**src/design/lss_consts.svh**
```systemverilog
// constants of the line scanner status flag block
`ifndef LSS_CONSTS_SVH
`define LSS_CONSTS_SVH
// ==================================================
// geometry
`define LSS_NLINES 32
`define LSS_SYNC_W 10
// ==================================================
// secondary status bit positions
`define LSS_SCF_ERR 0
`define LSS_SCF_ILK 1
`define LSS_SCF_OVR 2
`define LSS_SCF_MDM 3
`define LSS_SCF_CAR 4
`define LSS_SCF_FLG 5
`define LSS_SCF_PGM 6
`define LSS_SCF_PAD 7
`define LSS_SCF_W1C 8'h2f
`define LSS_SCF_RST 8'h00
// ==================================================
// primary line states
`define LSS_PCF_IDLE 4'h0
`define LSS_PCF_MON 4'h4
`define LSS_PCF_RXI 4'h6
`define LSS_PCF_RX 4'h7
`define LSS_PCF_TXI 4'h8
`define LSS_PCF_TX 4'h9
// ==================================================
// line codes and patterns
`define LSS_LCD_MONF 4'h8
`define LSS_LCD_SDLC 4'h9
`define LSS_LCD_EBC 4'hc
`define LSS_LCD_ASC 4'hd
`define LSS_FLAG 8'h7e
`define LSS_SYN_EBC 8'h32
`define LSS_SYN_ASC 8'h16
`define LSS_ONES_FORCE 3'h1
`define LSS_ONES_INS 3'h5
`define LSS_ONES_ABT 3'h6
`endif

```
**src/design/lss_pkg.sv**
```systemverilog
// types shared by the line scanner status flag block
package lss_pkg;
	typedef enum logic [1:0] {
		LSS_CMD_NONE = 2'h0,
		LSS_CMD_SCF  = 2'h1,
		LSS_CMD_PCF  = 2'h2,
		LSS_CMD_PDF  = 2'h3
	} lss_cmd_e;
	typedef logic [4:0] lss_line_t;
	typedef struct packed {
		lss_line_t  line;
		logic [7:0] data;
	} lss_char_s;
endpackage

```
**src/design/lss_stream_if.sv**
```systemverilog
// valid/ready character stream between scanner modules
`timescale 1ns/1ns
`default_nettype none
interface lss_stream_if;
	import lss_pkg::*;
	lss_char_s data;
	logic      valid;
	logic      ready;
	modport src (output data, output valid, input ready);
	modport snk (input data, input valid, output ready);
endinterface
`default_nettype wire

```
**src/design/lss_sync.sv**
```systemverilog
// two-flop synchroniser bank for the line interface pins
`timescale 1ns/1ns
`default_nettype none
`include "lss_consts.svh"
module lss_sync (
	input  wire logic                   clk,
	input  wire logic                   reset,
	input  wire logic [`LSS_SYNC_W-1:0] d,
	output logic      [`LSS_SYNC_W-1:0] q
);
	logic [`LSS_SYNC_W-1:0] meta_ff;
	// ==================================================
	// one pair of flops per pin; the first stage feeds only the second
	for (genvar i = 0; i < `LSS_SYNC_W; i++) begin : g_bit
		always_ff @(posedge clk) begin
			if (reset) begin
				meta_ff[i] <= 1'b0;
				q[i]       <= 1'b0;
			end else begin
				meta_ff[i] <= d[i];
				q[i]       <= meta_ff[i];
			end
		end
	end
endmodule
`default_nettype wire

```
**src/design/lss_fifo2.sv**
```systemverilog
// two-entry character buffer with valid/ready on both sides
`timescale 1ns/1ns
`default_nettype none
module lss_fifo2 (
	input  wire logic clk,
	input  wire logic reset,
	lss_stream_if.snk in_s,
	lss_stream_if.src out_s
);
	import lss_pkg::*;
	lss_char_s  mem_ff [2];
	logic       wp_ff;
	logic       rp_ff;
	logic [1:0] cnt_ff;
	logic       push;
	logic       pop;
	// ==================================================
	// honest full/empty from the occupancy count
	assign in_s.ready  = (cnt_ff != 2'h2);
	assign out_s.valid = (cnt_ff != 2'h0);
	assign out_s.data  = mem_ff[rp_ff];
	assign push        = in_s.valid & in_s.ready;
	assign pop         = out_s.valid & out_s.ready;
	// storage and pointers
	always_ff @(posedge clk) begin
		if (reset) begin
			wp_ff  <= 1'b0;
			rp_ff  <= 1'b0;
			cnt_ff <= 2'h0;
		end else begin
			if (push) begin
				mem_ff[wp_ff] <= in_s.data;
				wp_ff         <= ~wp_ff;
			end
			if (pop)
				rp_ff <= ~rp_ff;
			cnt_ff <= cnt_ff + {1'b0, push} - {1'b0, pop};
		end
	end
endmodule
`default_nettype wire

```
**src/design/lss_top.sv**
```systemverilog
// per-line receive assembly and secondary status flags of the scanner
`timescale 1ns/1ns
`default_nettype none
`include "lss_consts.svh"
module lss_top (
	input  wire logic              CLK,
	input  wire logic              RESET,
	input  wire logic              LINE_CLK,
	input  wire logic              LINE_RXD,
	input  wire logic              LINE_DSR,
	input  wire logic              LINE_CTS,
	input  wire logic              LINE_CD,
	input  wire lss_pkg::lss_line_t LINE_ADDR,
	input  wire lss_pkg::lss_cmd_e  PROG_CMD,
	input  wire lss_pkg::lss_line_t PROG_ADDR,
	input  wire logic [7:0]        PROG_DATA,
	output logic      [7:0]        PROG_SCF,
	output logic      [3:0]        PROG_PCF,
	output logic                   TX_BIT,
	output logic                   L2_REQ,
	output lss_pkg::lss_line_t      L2_LINE,
	output logic                   CHAR_VALID,
	input  wire logic              CHAR_READY,
	output logic      [7:0]        CHAR_DATA,
	output lss_pkg::lss_line_t      CHAR_LINE
);
	import lss_pkg::*;

	// ==================================================
	// per-line control words
	logic [7:0] sdf_ff  [`LSS_NLINES];
	logic [7:0] hist_ff [`LSS_NLINES];
	logic [7:0] pdf_ff  [`LSS_NLINES];
	logic [7:0] scf_ff  [`LSS_NLINES];
	logic [3:0] pcf_ff  [`LSS_NLINES];
	logic [3:0] lcd_ff  [`LSS_NLINES];
	logic [3:0] cnt_ff  [`LSS_NLINES];
	logic [2:0] ones_ff [`LSS_NLINES];

	logic [`LSS_SYNC_W-1:0] pins_s;
	logic       clk_s, rxd_s, dsr_s, cts_s, cd_s;
	lss_line_t  la;
	logic       clk_d_ff, pend_ff, go, edge_seen;
	logic       tx_ff, l2_ff, la_q_ff;
	lss_line_t  l2_line_ff, la_ff, pa_ff;
	logic [7:0] scf_rd_ff;
	logic [3:0] pcf_rd_ff;

	// ==================================================
	// pin synchronisers; the address is expected stable around each bit edge
	lss_sync u_sync (
		.clk   (CLK),
		.reset (RESET),
		.d     ({LINE_ADDR, LINE_CD, LINE_CTS, LINE_DSR, LINE_RXD, LINE_CLK}),
		.q     (pins_s)
	);
	assign {la, cd_s, cts_s, dsr_s, rxd_s, clk_s} = pins_s;
	assign edge_seen = clk_s & ~clk_d_ff;

	// ==================================================
	// character buffer toward the program side
	lss_stream_if in_if ();
	lss_stream_if out_if ();
	lss_fifo2 u_buf (
		.clk   (CLK),
		.reset (RESET),
		.in_s  (in_if.snk),
		.out_s (out_if.src)
	);
	assign out_if.ready = CHAR_READY;
	assign CHAR_VALID   = out_if.valid;
	assign CHAR_DATA    = out_if.data.data;
	assign CHAR_LINE    = out_if.data.line;

	// a bit request waits while the program owns the words; only the bit that
	// finishes a character waits for buffer room, so a stalled reader costs no
	// line bits of the character still being assembled
	assign go = pend_ff & (PROG_CMD == LSS_CMD_NONE) & (in_if.ready | ~deliver);

	// ==================================================
	// decoding used in several places
	function automatic logic is_ss(input logic [3:0] c);
		is_ss = (c == 4'h0) | (c == 4'h2) | ((c >= 4'h4) & (c <= 4'h7));
	endfunction
	function automatic logic is_sdlc(input logic [3:0] c);
		is_sdlc = (c == `LSS_LCD_MONF) | (c == `LSS_LCD_SDLC);
	endfunction
	function automatic logic [3:0] data_bits(input logic [3:0] c);
		case (c)
			4'h0: data_bits = 4'h6;
			4'h2: data_bits = 4'h5;
			4'h4, 4'h5: data_bits = 4'h7;
			default: data_bits = 4'h8;
		endcase
	endfunction

	// ==================================================
	// next values of the addressed line's word for one bit service
	logic [7:0] cur_scf, nxt_sdf, nxt_hist, nxt_pdf, nxt_scf, hist_sh, ch;
	logic [3:0] cur_pcf, cur_lcd, nxt_pcf, nxt_lcd, nxt_cnt, db;
	logic [2:0] nxt_ones, ones_o;
	logic       s0, s2, s3, s5, c5, want_l2, flag, abort, deliver, nxt_tx;
	logic       try_ilk, set_ilk, err_any;

	always_comb begin
		cur_scf  = scf_ff[la];
		cur_pcf  = pcf_ff[la];
		cur_lcd  = lcd_ff[la];
		ones_o   = ones_ff[la];
		nxt_sdf  = sdf_ff[la];
		nxt_cnt  = cnt_ff[la];
		nxt_pdf  = pdf_ff[la];
		nxt_pcf  = cur_pcf;
		nxt_lcd  = cur_lcd;
		nxt_ones = ones_o;
		nxt_tx   = tx_ff;
		hist_sh  = {rxd_s, hist_ff[la][7:1]}; // lsb first, like the data field
		nxt_hist = hist_ff[la];
		db       = data_bits(cur_lcd);
		ch       = 8'h00;
		s0 = 1'b0; s2 = 1'b0; s3 = 1'b0; s5 = 1'b0; c5 = 1'b0;
		want_l2 = 1'b0; flag = 1'b0; abort = 1'b0; deliver = 1'b0;
		// modem checks on every service of the line
		if (~dsr_s && cur_pcf >= 4'h5 && cur_pcf <= 4'hd)
			s3 = 1'b1;
		if (~cts_s && (cur_pcf == 4'h9 || cur_pcf == 4'ha || cur_pcf == 4'hb || cur_pcf == 4'hd))
			s3 = 1'b1;
		if (is_ss(cur_lcd) && cur_pcf == `LSS_PCF_RX && cur_scf[`LSS_SCF_PAD] && ~cd_s)
			s3 = 1'b1;
		if (is_ss(cur_lcd) && cur_pcf == `LSS_PCF_RX) begin
			// start-stop receive: hunt start, shift data lsb first, check stop
			if (nxt_cnt == 4'h0) begin
				if (~rxd_s)
					nxt_cnt = 4'h1;
			end else if (nxt_cnt <= db) begin
				nxt_sdf = {rxd_s, nxt_sdf[7:1]};
				nxt_cnt = nxt_cnt + 4'h1;
			end else begin
				nxt_cnt = 4'h0;
				if (~rxd_s)
					s0 = 1'b1;
				else begin
					ch      = nxt_sdf >> (4'h8 - db);
					deliver = 1'b1;
					want_l2 = 1'b1;
				end
			end
		end else if (is_sdlc(cur_lcd) && cur_pcf >= `LSS_PCF_MON && cur_pcf <= `LSS_PCF_RX) begin
			// bit-oriented receive: flag and abort hunt, zero deletion
			nxt_hist = hist_sh;
			nxt_ones = rxd_s ? ((ones_o == 3'h7) ? ones_o : ones_o + 3'h1) : 3'h0;
			abort    = rxd_s && ones_o == `LSS_ONES_ABT && cur_pcf >= `LSS_PCF_RXI;
			flag     = hist_sh == `LSS_FLAG;
			if (abort) begin
				s0      = 1'b1;
				nxt_cnt = 4'h0;
			end else if (flag) begin
				s5      = 1'b1;
				nxt_lcd = `LSS_LCD_SDLC;
				if (cur_pcf == `LSS_PCF_RX && cnt_ff[la] != 4'h7)
					s2 = 1'b1;
				if (cur_pcf != `LSS_PCF_RXI) begin
					nxt_pcf = `LSS_PCF_RXI;
					want_l2 = 1'b1;
				end
				nxt_cnt = 4'h0;
				nxt_sdf = 8'h00;
			end else if (cur_pcf == `LSS_PCF_RX && !(~rxd_s && ones_o == `LSS_ONES_INS)) begin
				nxt_sdf = {rxd_s, nxt_sdf[7:1]};
				nxt_cnt = nxt_cnt + 4'h1;
				if (nxt_cnt == 4'h8) begin
					nxt_cnt = 4'h0;
					ch      = nxt_sdf;
					deliver = 1'b1;
					want_l2 = 1'b1;
				end
			end
		end else if ((cur_lcd == `LSS_LCD_EBC || cur_lcd == `LSS_LCD_ASC)
				&& cur_pcf >= `LSS_PCF_MON && cur_pcf <= `LSS_PCF_RX) begin
			// synchronous receive: only the first sync character sets phase
			nxt_hist = hist_sh;
			if (cur_pcf != `LSS_PCF_RX) begin
				if (hist_sh == ((cur_lcd == `LSS_LCD_EBC) ? `LSS_SYN_EBC : `LSS_SYN_ASC)) begin
					nxt_pcf = `LSS_PCF_RX;
					nxt_cnt = 4'h0;
					nxt_sdf = 8'h00;
				end
			end else begin
				nxt_sdf = {rxd_s, nxt_sdf[7:1]};
				nxt_cnt = nxt_cnt + 4'h1;
				if (nxt_cnt == 4'h8) begin
					nxt_cnt = 4'h0;
					ch      = nxt_sdf;
					deliver = 1'b1;
					want_l2 = 1'b1;
				end
			end
		end else if (is_ss(cur_lcd) && cur_pcf == `LSS_PCF_TX) begin
			// start-stop transmit: a space seen at tag time is a break
			if (nxt_cnt == 4'h0 && ~rxd_s)
				s0 = 1'b1;
		end else if (is_sdlc(cur_lcd) && cur_pcf == `LSS_PCF_TXI) begin
			if (cts_s) begin
				s5      = 1'b1;
				nxt_pcf = `LSS_PCF_TX;
			end
		end else if (is_sdlc(cur_lcd) && cur_pcf >= `LSS_PCF_TX && cur_pcf <= 4'hd
				&& cur_pcf != 4'hb) begin
			// bit-oriented transmit with zero insertion
			if (nxt_cnt == 4'h0) begin
				nxt_sdf = nxt_pdf; // tag: parallel to serial
				nxt_cnt = 4'h8;
				want_l2 = 1'b1;
				if (cur_scf[`LSS_SCF_PAD])
					s5 = 1'b1;
				else
					c5 = 1'b1;
			end else if (ones_o == `LSS_ONES_INS && !cur_scf[`LSS_SCF_FLG]) begin
				nxt_tx   = 1'b0;
				nxt_ones = 3'h0;
			end else begin
				nxt_tx   = nxt_sdf[0];
				nxt_ones = nxt_sdf[0] ? ones_o + 3'h1 : 3'h0;
				nxt_sdf  = {1'b0, nxt_sdf[7:1]};
				nxt_cnt  = nxt_cnt - 4'h1;
			end
			if ((cur_scf[`LSS_SCF_FLG] & ~c5) | s5)
				nxt_ones = `LSS_ONES_FORCE;
		end
		// interlock and status merge
		err_any = s0 | s2 | s3;
		try_ilk = want_l2 & ~flag & ~abort;
		if (try_ilk && !err_any && cur_scf[`LSS_SCF_ILK])
			s2 = 1'b1;
		err_any = s0 | s2 | s3;
		set_ilk = try_ilk & ~err_any;
		nxt_scf = cur_scf;
		nxt_scf[`LSS_SCF_ERR] = cur_scf[`LSS_SCF_ERR] | s0;
		nxt_scf[`LSS_SCF_OVR] = cur_scf[`LSS_SCF_OVR] | s2;
		nxt_scf[`LSS_SCF_MDM] = cur_scf[`LSS_SCF_MDM] | s3;
		nxt_scf[`LSS_SCF_CAR] = cd_s;
		nxt_scf[`LSS_SCF_FLG] = s5 | (cur_scf[`LSS_SCF_FLG] & ~c5);
		if (err_any || abort)
			nxt_scf[`LSS_SCF_ILK] = 1'b0;
		else if (set_ilk)
			nxt_scf[`LSS_SCF_ILK] = 1'b1;
		if (deliver)
			nxt_pdf = ch;
	end

	assign in_if.valid     = go & deliver;
	assign in_if.data.line = la;
	assign in_if.data.data = ch;

	// ==================================================
	// bit request capture from the sampled line clock
	always_ff @(posedge CLK) begin
		if (RESET) begin
			clk_d_ff <= 1'b0;
			pend_ff  <= 1'b0;
		end else begin
			clk_d_ff <= clk_s;
			if (edge_seen)
				pend_ff <= 1'b1;
			else if (go)
				pend_ff <= 1'b0;
		end
	end

	// ==================================================
	// control word store; one line changes per cycle, program first
	always_ff @(posedge CLK) begin
		if (RESET) begin
			for (int i = 0; i < `LSS_NLINES; i++) begin
				scf_ff[i]  <= `LSS_SCF_RST;
				pcf_ff[i]  <= `LSS_PCF_IDLE;
				lcd_ff[i]  <= 4'h0;
				cnt_ff[i]  <= 4'h0;
				ones_ff[i] <= 3'h0;
				sdf_ff[i]  <= 8'h00;
				hist_ff[i] <= 8'h00;
				pdf_ff[i]  <= 8'h00;
			end
		end else if (PROG_CMD == LSS_CMD_SCF) begin
			// write one clears 0-3 and 5; 6 and 7 take the written value
			scf_ff[PROG_ADDR] <= {PROG_DATA[7:6], scf_ff[PROG_ADDR][5:0]
				& ~(PROG_DATA[5:0] & 6'(`LSS_SCF_W1C))};
		end else if (PROG_CMD == LSS_CMD_PCF) begin
			pcf_ff[PROG_ADDR]  <= PROG_DATA[7:4];
			lcd_ff[PROG_ADDR]  <= PROG_DATA[3:0];
			cnt_ff[PROG_ADDR]  <= 4'h0;
			ones_ff[PROG_ADDR] <= 3'h0;
			hist_ff[PROG_ADDR] <= 8'h00;
		end else if (PROG_CMD == LSS_CMD_PDF) begin
			pdf_ff[PROG_ADDR] <= PROG_DATA;
		end else if (go) begin
			scf_ff[la]  <= nxt_scf;
			pcf_ff[la]  <= nxt_pcf;
			lcd_ff[la]  <= nxt_lcd;
			cnt_ff[la]  <= nxt_cnt;
			ones_ff[la] <= nxt_ones;
			sdf_ff[la]  <= nxt_sdf;
			hist_ff[la] <= nxt_hist;
			pdf_ff[la]  <= nxt_pdf;
		end
	end

	// ==================================================
	// registered outputs: serial bit, level two request, program reads
	always_ff @(posedge CLK) begin
		if (RESET) begin
			tx_ff      <= 1'b1;
			l2_ff      <= 1'b0;
			l2_line_ff <= 5'h00;
			scf_rd_ff  <= 8'h00;
			pcf_rd_ff  <= 4'h0;
			la_ff      <= 5'h00;
			pa_ff      <= 5'h00;
			la_q_ff    <= 1'b0;
		end else begin
			if (go)
				tx_ff <= nxt_tx;
			l2_ff      <= go & want_l2;
			l2_line_ff <= la;
			scf_rd_ff  <= scf_ff[PROG_ADDR];
			pcf_rd_ff  <= pcf_ff[PROG_ADDR];
			la_ff      <= la;
			pa_ff      <= PROG_ADDR;
			la_q_ff    <= go;
		end
	end
	assign TX_BIT   = tx_ff;
	assign L2_REQ   = l2_ff;
	assign L2_LINE  = l2_line_ff;
	assign PROG_SCF = scf_rd_ff;
	assign PROG_PCF = pcf_rd_ff;
endmodule
`default_nettype wire

```
**config.mk**
```make
export PLATFORM = sky130hd
export DESIGN_NAME = lss_top
export DESIGN_NICKNAME = d
export VERILOG_FILES = /design/src/design/lss_pkg.sv /design/src/design/lss_stream_if.sv /design/src/design/lss_sync.sv /design/src/design/lss_fifo2.sv /design/src/design/lss_top.sv
export VERILOG_INCLUDE_DIRS = /design/src /design/src/design
export SDC_FILE = /design/constraint.sdc
export NUM_CORES = 2
export LEC_CHECK = 0
export BUFFER_PORTS_ARGS = -buffer_cell sky130_fd_sc_hd__buf_2
export CAP_MARGIN = 10
export CORE_ASPECT_RATIO = 1.25
export CORE_MARGIN = 2
export CORE_UTILIZATION = 45
export CTS_CLUSTER_DIAMETER = 150
export CTS_CLUSTER_SIZE = 30
export DETAILED_ROUTE_END_ITERATION = 7
export PLACE_DENSITY = 0.65
export SLEW_MARGIN = 20
export SYNTH_ARGS = -nofsm -noshare
export SYNTH_HDL_FRONTEND = slang
export SYNTH_SLANG_ARGS = --single-unit
```
**constraint.sdc**
```tcl
create_clock -name CLK -period 8.8 [get_ports CLK]
set_input_delay 0.44 -clock CLK [delete_from_list [all_inputs] [get_ports CLK]]
set_output_delay 0.44 -clock CLK [all_outputs]
set_load 0.05 [all_outputs]
```
Word-level counts from Yosys, hierarchy flattened --
Memories as Yosys holds them, arrays and structs flattened. A register that Yosys moved wholly into a read port is not among the register bits. Cells that the tools add are included. Widths: inputs -> output; s select.
Storage, ports and cells: flip-flop bits (word level) 41, latch bits 0, RAM bits 1530, bits in read-only memories 0, output and inout bits 33, logic and storage cells 415, memories kept 9
Operators by class: add/subtract/negate cells 6, multipliers 0, divide/modulo/power cells 0, magnitude comparators 9, eq/ne operators 27, shifts and indexed selects 1, mux-type cells 233, bitwise gates (word level) 47, reduce and logical (&&, ||, !) cells 54
Memories:
- hist_ff | words 32, bits a word 8, read ports 1, clocked after Yosys merged registers in 1, wr ports 32, line lss_top.sv:32 | logic [7:0] hist_ff [`LSS_NLINES];
- pdf_ff | words 32, bits a word 8, read ports 1, clocked after Yosys merged registers in 1, wr ports 32, line lss_top.sv:33 | logic [7:0] pdf_ff [`LSS_NLINES];
- scf_ff | words 32, bits a word 8, read ports 2, clocked after Yosys merged registers in 1, wr ports 32, line lss_top.sv:34 | logic [7:0] scf_ff [`LSS_NLINES];
- sdf_ff | words 32, bits a word 8, read ports 1, clocked after Yosys merged registers in 1, wr ports 32, line lss_top.sv:31 | logic [7:0] sdf_ff [`LSS_NLINES];
- cnt_ff | words 32, bits a word 4, read ports 1, clocked after Yosys merged registers in 1, wr ports 32, line lss_top.sv:37 | logic [3:0] cnt_ff [`LSS_NLINES];
- lcd_ff | words 32, bits a word 4, read ports 1, clocked after Yosys merged registers in 1, wr ports 32, line lss_top.sv:36 | logic [3:0] lcd_ff [`LSS_NLINES];
- 3 more memories
Operator list (count):
- $mux 8 | 37
- $mux 4 | 38
- $mux 1 | 119
- $mux 5 | 23
- $reduce_or 8->1 | 7
- $mux 3 | 14
- $eq 4x4->1 const B | 10
- $logic_and 1x1->1 | 24
- $reduce_or 4->1 | 6
- $not 1->1 | 19
- $ge 4x3->1 const B | 4
- $and 1x1->1 | 13
- $or 1x1->1 | 13
- $eq 4x3->1 const B | 3
- $ne 4x3->1 const B | 3
- $pmux 4 s3 | 1
- $eq 3x3->1 const B | 3
- $eq 8x6->1 | 1
- $eq 8x7->1 const B | 1
- $le 4x3->1 const B | 2
- $logic_not 4->1 | 2
- $reduce_and 8->1 | 1
- $shr 8x4->8 | 1
- $and 6x6->6 | 1
- other kinds (22) | 31

Logic depth before layout (Yosys ltp) --
depth in word-level cells 23, mapped depth 28, mapped depth without buffers 20

Hierarchy --
Synthesis repeated with hierarchy kept, for this count alone.
Unflattened totals: cells, all modules 5441, area, all modules 72998.8 µm²
Modules (own cells, without submodules):
- lss_top | instances 1, cells an instance 5335, area each 71205.8 µm²
- lss_fifo2 | instances 1, cells an instance 64, area each 1174.9 µm²
- lss_sync | instances 1, cells an instance 42, area each 618.1 µm²

Worst setup path after synthesis --
Ideal clock, no wire load.
path type reg-to-reg, from reg, netlist name u_sync.q[5], to mem u_buf.mem_ff[1][0] (netlist name) (enable), arrival 6021 ps, required time 8398 ps, setup slack 2377 ps, stages on the path, launching flop included 20, buffers on the path 10, cells stage by stage dfxtp_1 buf_2 buf_6 buf_4 buf_4 buf_4 buf_4 buf_2 buf_2 mux4_2 a22oi_1 nand4_1 ha_1 and3_1 a211o_1 a221oi_4 buf_2 buf_4 o21ai_0 nor3b_1
RTL lines:
- end: declaration | line lss_fifo2.sv:11 | lss_char_s mem_ff [2];

==> results.sh <==
export IMPL_gp_congestion=1.01
export IMPL_io_pins=61
export IMPL_vdd_drop_max_mv=0.172
export IMPL_worstPathArrival_ps=8680
export IMPL_period_needed_ps=8300
export IMPL_grt_first_pass_wirelength_um=373000
export IMPL_max_freq_ghz=0.120
export IMPL_synth_area_mm2=0.0743
export IMPL_synthFlopType="edfxtp_1"
export IMPL_power_leakage_uw=0.0254
export IMPL_synth_top_cell_area_share_pct=60.6
export IMPL_postCtsSetupRepairBufs=0
export IMPL_cp_num_buf_inv=5
export IMPL_nNetsFinal=5501
export IMPL_dr_pass1_iters=7
export IMPL_end_kind="register"
export IMPL_switchingPower_uw=3590
export IMPL_relSlewSlack_pct=18.7
export IMPL_area_growth_syn_to_layout_pct=7.70
export IMPL_ys_warn_count=0
export IMPL_cap_violations=0
export IMPL_synth_avg_cell_area_um2=13.4
export IMPL_r2r_end="pdf_ff[6][0]$_SDFFCE_PN0P_"
export IMPL_synth_largest_area_cell="edfxtp_1"
export IMPL_placed_area_mm2=0.0781
export IMPL_wirelength_um=265000
export IMPL_num_vias=51800
export IMPL_viasPerCell=6.74
export IMPL_drc=0
export IMPL_die_area_mm2=0.168
export IMPL_period_share_pct=94.3
export IMPL_crit_reg2reg_launch="u_sync.q[6]$_SDFF_PP0_"
export IMPL_die_h_um=458
export IMPL_drtAntennaViolNets=0
export IMPL_fin_util_pct=48.8
export IMPL_cts_root_buf="clkbuf_16"
export IMPL_grt_pass1_vias=50400
export IMPL_async_flop_share_pct=0
export IMPL_cts_buffers=57
export IMPL_synthCells=5540
export IMPL_worstSetupPathType="reg -> reg"
export IMPL_htreeDepth=2
export IMPL_p_clk_share_pct=25.9
export IMPL_track_usage_pct=30.9
export IMPL_crit_cells=20
export IMPL_clk_path_buf_depth=3
export IMPL_finalSetupViolations=0
export IMPL_required_ps=9180
export IMPL_hold_class="in -> reg"
export IMPL_ys_ff_latch=1544
export IMPL_synthTopCellsByArea="edfxtp_1, mux4_2, mux2i_1"
export IMPL_seq_power_share_pct=61.4
export IMPL_power_density_mw_per_mm2=171
export IMPL_synth_cell_types=96
export IMPL_outcome="complete, no violations"
export IMPL_rr_worst_depth=20
export IMPL_clock_skew_ps=48.4
export IMPL_cp_start_kind="register"
export IMPL_synth_most_common_cell="edfxtp_1"
export IMPL_drive_above_1_share_pct=17.0
export IMPL_initial_core_util_pct=45.3
export IMPL_dp_hpwl_um=176000
export IMPL_swShare_pct=26.3
export IMPL_cp_cell_sequence="buf_12 -> mux2i_1 -> o22ai_1 -> nor4_1 -> and2_1 -> clkinv_1 -> ha_1 -> nor2b_1 -> o21a_1 -> o21a_1 -> o21ai_0 -> buf_4 -> or2_2 -> or4_1 -> o21ai_2 -> buf_4 -> a21oi_4 -> buf_12 -> a32oi_1 -> nand2b_1"
export IMPL_synth_edff_count=1498
export IMPL_finalSetupTns_ps=0
export IMPL_worstMarginPinSlew_ps=1210
export IMPL_cts_resized=0
export IMPL_cts_tree="yes"
export IMPL_path_delay_family="simple AND/OR/NAND/NOR gates"
export IMPL_synth_commonest_cells="edfxtp_1, nor2_1, nor3_1, mux2i_1, mux4_2"
export IMPL_hold_path_depth=2
export IMPL_rsz0062_at_grt="false"
export IMPL_holdCritStartpoint="RESET"
export IMPL_io_buffers=60
export IMPL_wl_per_cell_um=34.4
export IMPL_whs_endpoint="u_buf.cnt_ff[1]$_SDFF_PP0_"
export IMPL_core_area_mm2=0.164
export IMPL_internal_power_uw=10100
export IMPL_syn_num_nets=5583
export IMPL_path_max_fanout=78
export IMPL_grt_ovfl_total=0
export IMPL_crit_slowest_cell="a32oi_1"
export IMPL_cts_sinks=1544
export IMPL_hold_viol_final=0
export IMPL_antenna_found_initial=11
export IMPL_insertion_delay_ps=790
export IMPL_grt_max_degree=79
export IMPL_maxSlewViolCount=0
export IMPL_yosysSeqAreaShare_pct=61.8
export IMPL_core_rowCount=166
export IMPL_finalInstanceArea_mm2=0.0800
export IMPL_clk_pin_slew_ps=130
export IMPL_comb_power_share_pct=12.7
export IMPL_drt_initial_drc_count=7787
export IMPL_die_w_um=367
export IMPL_max_stage_delay_ps=1010
export IMPL_r2r_slack_ps=500
-- worst max-delay path by stage --
stage | startpoint | to | slack [ps]
after global routing | u_sync.q[6]$_SDFF_PP0_ | pdf_ff[6][0]$_SDFFCE_PN0P_ | 460
final | u_sync.q[6]$_SDFF_PP0_ | pdf_ff[6][0]$_SDFFCE_PN0P_ | 500
after global placement | u_sync.q[6]$_SDFF_PP0_ | scf_ff[20][2]$_SDFFCE_PN0P_ | 760
after detailed placement | u_sync.q[6]$_SDFF_PP0_ | pdf_ff[6][4]$_SDFFCE_PN0P_ | 910
after CTS | u_sync.q[6]$_SDFF_PP0_ | pdf_ff[6][0]$_SDFFCE_PN0P_ | 890
after floorplan | u_sync.q[5]$_SDFF_PP0_ | u_buf.mem_ff[1][0]$_DFFE_PP_ | 2380
-- worst register-to-register path: stages (launching register included) --
cell      delay, ps
dfxtp_4         780
buf_12          370
mux2i_1         510
o22ai_1         310
nor4_1          840
and2_1          420
clkinv_1        340
ha_1            390
nor2b_1         150
o21a_1          130
o21a_1          110
o21ai_0          70
buf_4           160
or2_2           300
or4_1           500
o21ai_2         270
buf_4           330
a21oi_4          60
buf_12          300
a32oi_1        1050
nand2b_1        560
-- metrics by stage --
stage / instances / worst slack, ps / power [uW] / hold WS, ps
final: 7694 / 501 / 13700 / 98.4
after floorplan: 5540 / 2380 / 9550 / 414
after CTS: 7685 / 889 / 13600 / 76.6
after global routing: 7691 / 456 / 14000 / 87.3
after detailed placement: 7568 / 914 / 10200 / 441
after global placement: 7564 / 755 / 10200 / 430
-- sequential cells by signal, indices dropped and copies added, names as in the netlist, 26 cells and up, named ones only --
register,count
ones_ff,96
sdf_ff,256
pdf_ff,256
lcd_ff,128
pcf_ff,128
u_buf.mem_ff,26
hist_ff,224
scf_ff,256
cnt_ff,128
-- cells in the final DEF (no fill, tap or decap), drive strengths merged, types with 38 or more instances in the layout --
| cell type | Yosys | layout |
|---|---|---|
| a211oi | 112 | 112 |
| a21oi | 72 | 72 |
| a22oi | 92 | 92 |
| a31oi | 54 | 54 |
| buf | 285 | 394 |
| clkbuf | 261 | 105 |
| dfxtp | 46 | 46 |
| edfxtp | 1498 | 1498 |
| mux2i | 368 | 368 |
| mux4 | 321 | 321 |
| nand2 | 122 | 122 |
| nand2b | 134 | 134 |
| nor2 | 944 | 944 |
| nor3 | 550 | 550 |
| nor4 | 52 | 52 |
| o21ai | 38 | 38 |
| o22ai | 165 | 165 |
-- cell families (layout without fill, tap and decap cells) --
group	count (synthesis)	count (layout)	synth area share, %
AO/OA/AOI/OAI	691	691	6.79
XOR/XNOR	9	9	0.106
adder cells (fa/ha/maj)	15	15	0.253
buffers and inverters	576	542	3.54
flip-flops	1544	1544	61.8
multiplexers	707	707	15.0
other	0	4	0
AND/OR/NAND/NOR	1998	1998	12.5
-- layer usage --
metal	GRT usage, %	up-vias	wire length, um
li1	-	21200	-
met1	38.4	26300	90800
met2	50.6	3537	127000
met3	5.20	757	27500
met4	18.7	10	19400
met5	0	-	73
-- power by group through the flow --
stage / Combinational, uW / Sequential (uW) / Clock [uW]
detailed placement: 1690 / 8560 / 0
CTS: 1700 / 8390 / 3560
floorplan: 1030 / 8520 / 0
global route: 1780 / 8410 / 3760
global placement: 1680 / 8540 / 0
finish: 1730 / 8390 / 3540
-- repair_timing --
| item | in CTS | in global routing |
|---|---|---|
| endpoints found under the hold margin | 10 | 0 |
| setup endpoints to repair | 0 | 0 |
| hold buffers | 10 | 0 |
-- area by class of cell --
cell class	instances	area, um^2
Fill cell	14200	83900
Sequential cell	1544	45900
Multi-Input combinational cell	3420	26400
Timing Repair Buffer	405	3160
Tap cell	2184	2730
Clock buffer	104	1620
Inverter	30	113
Clock inverter	3	52.6
Antenna cell	4	10.0
(Power assumes the default switching activity.)
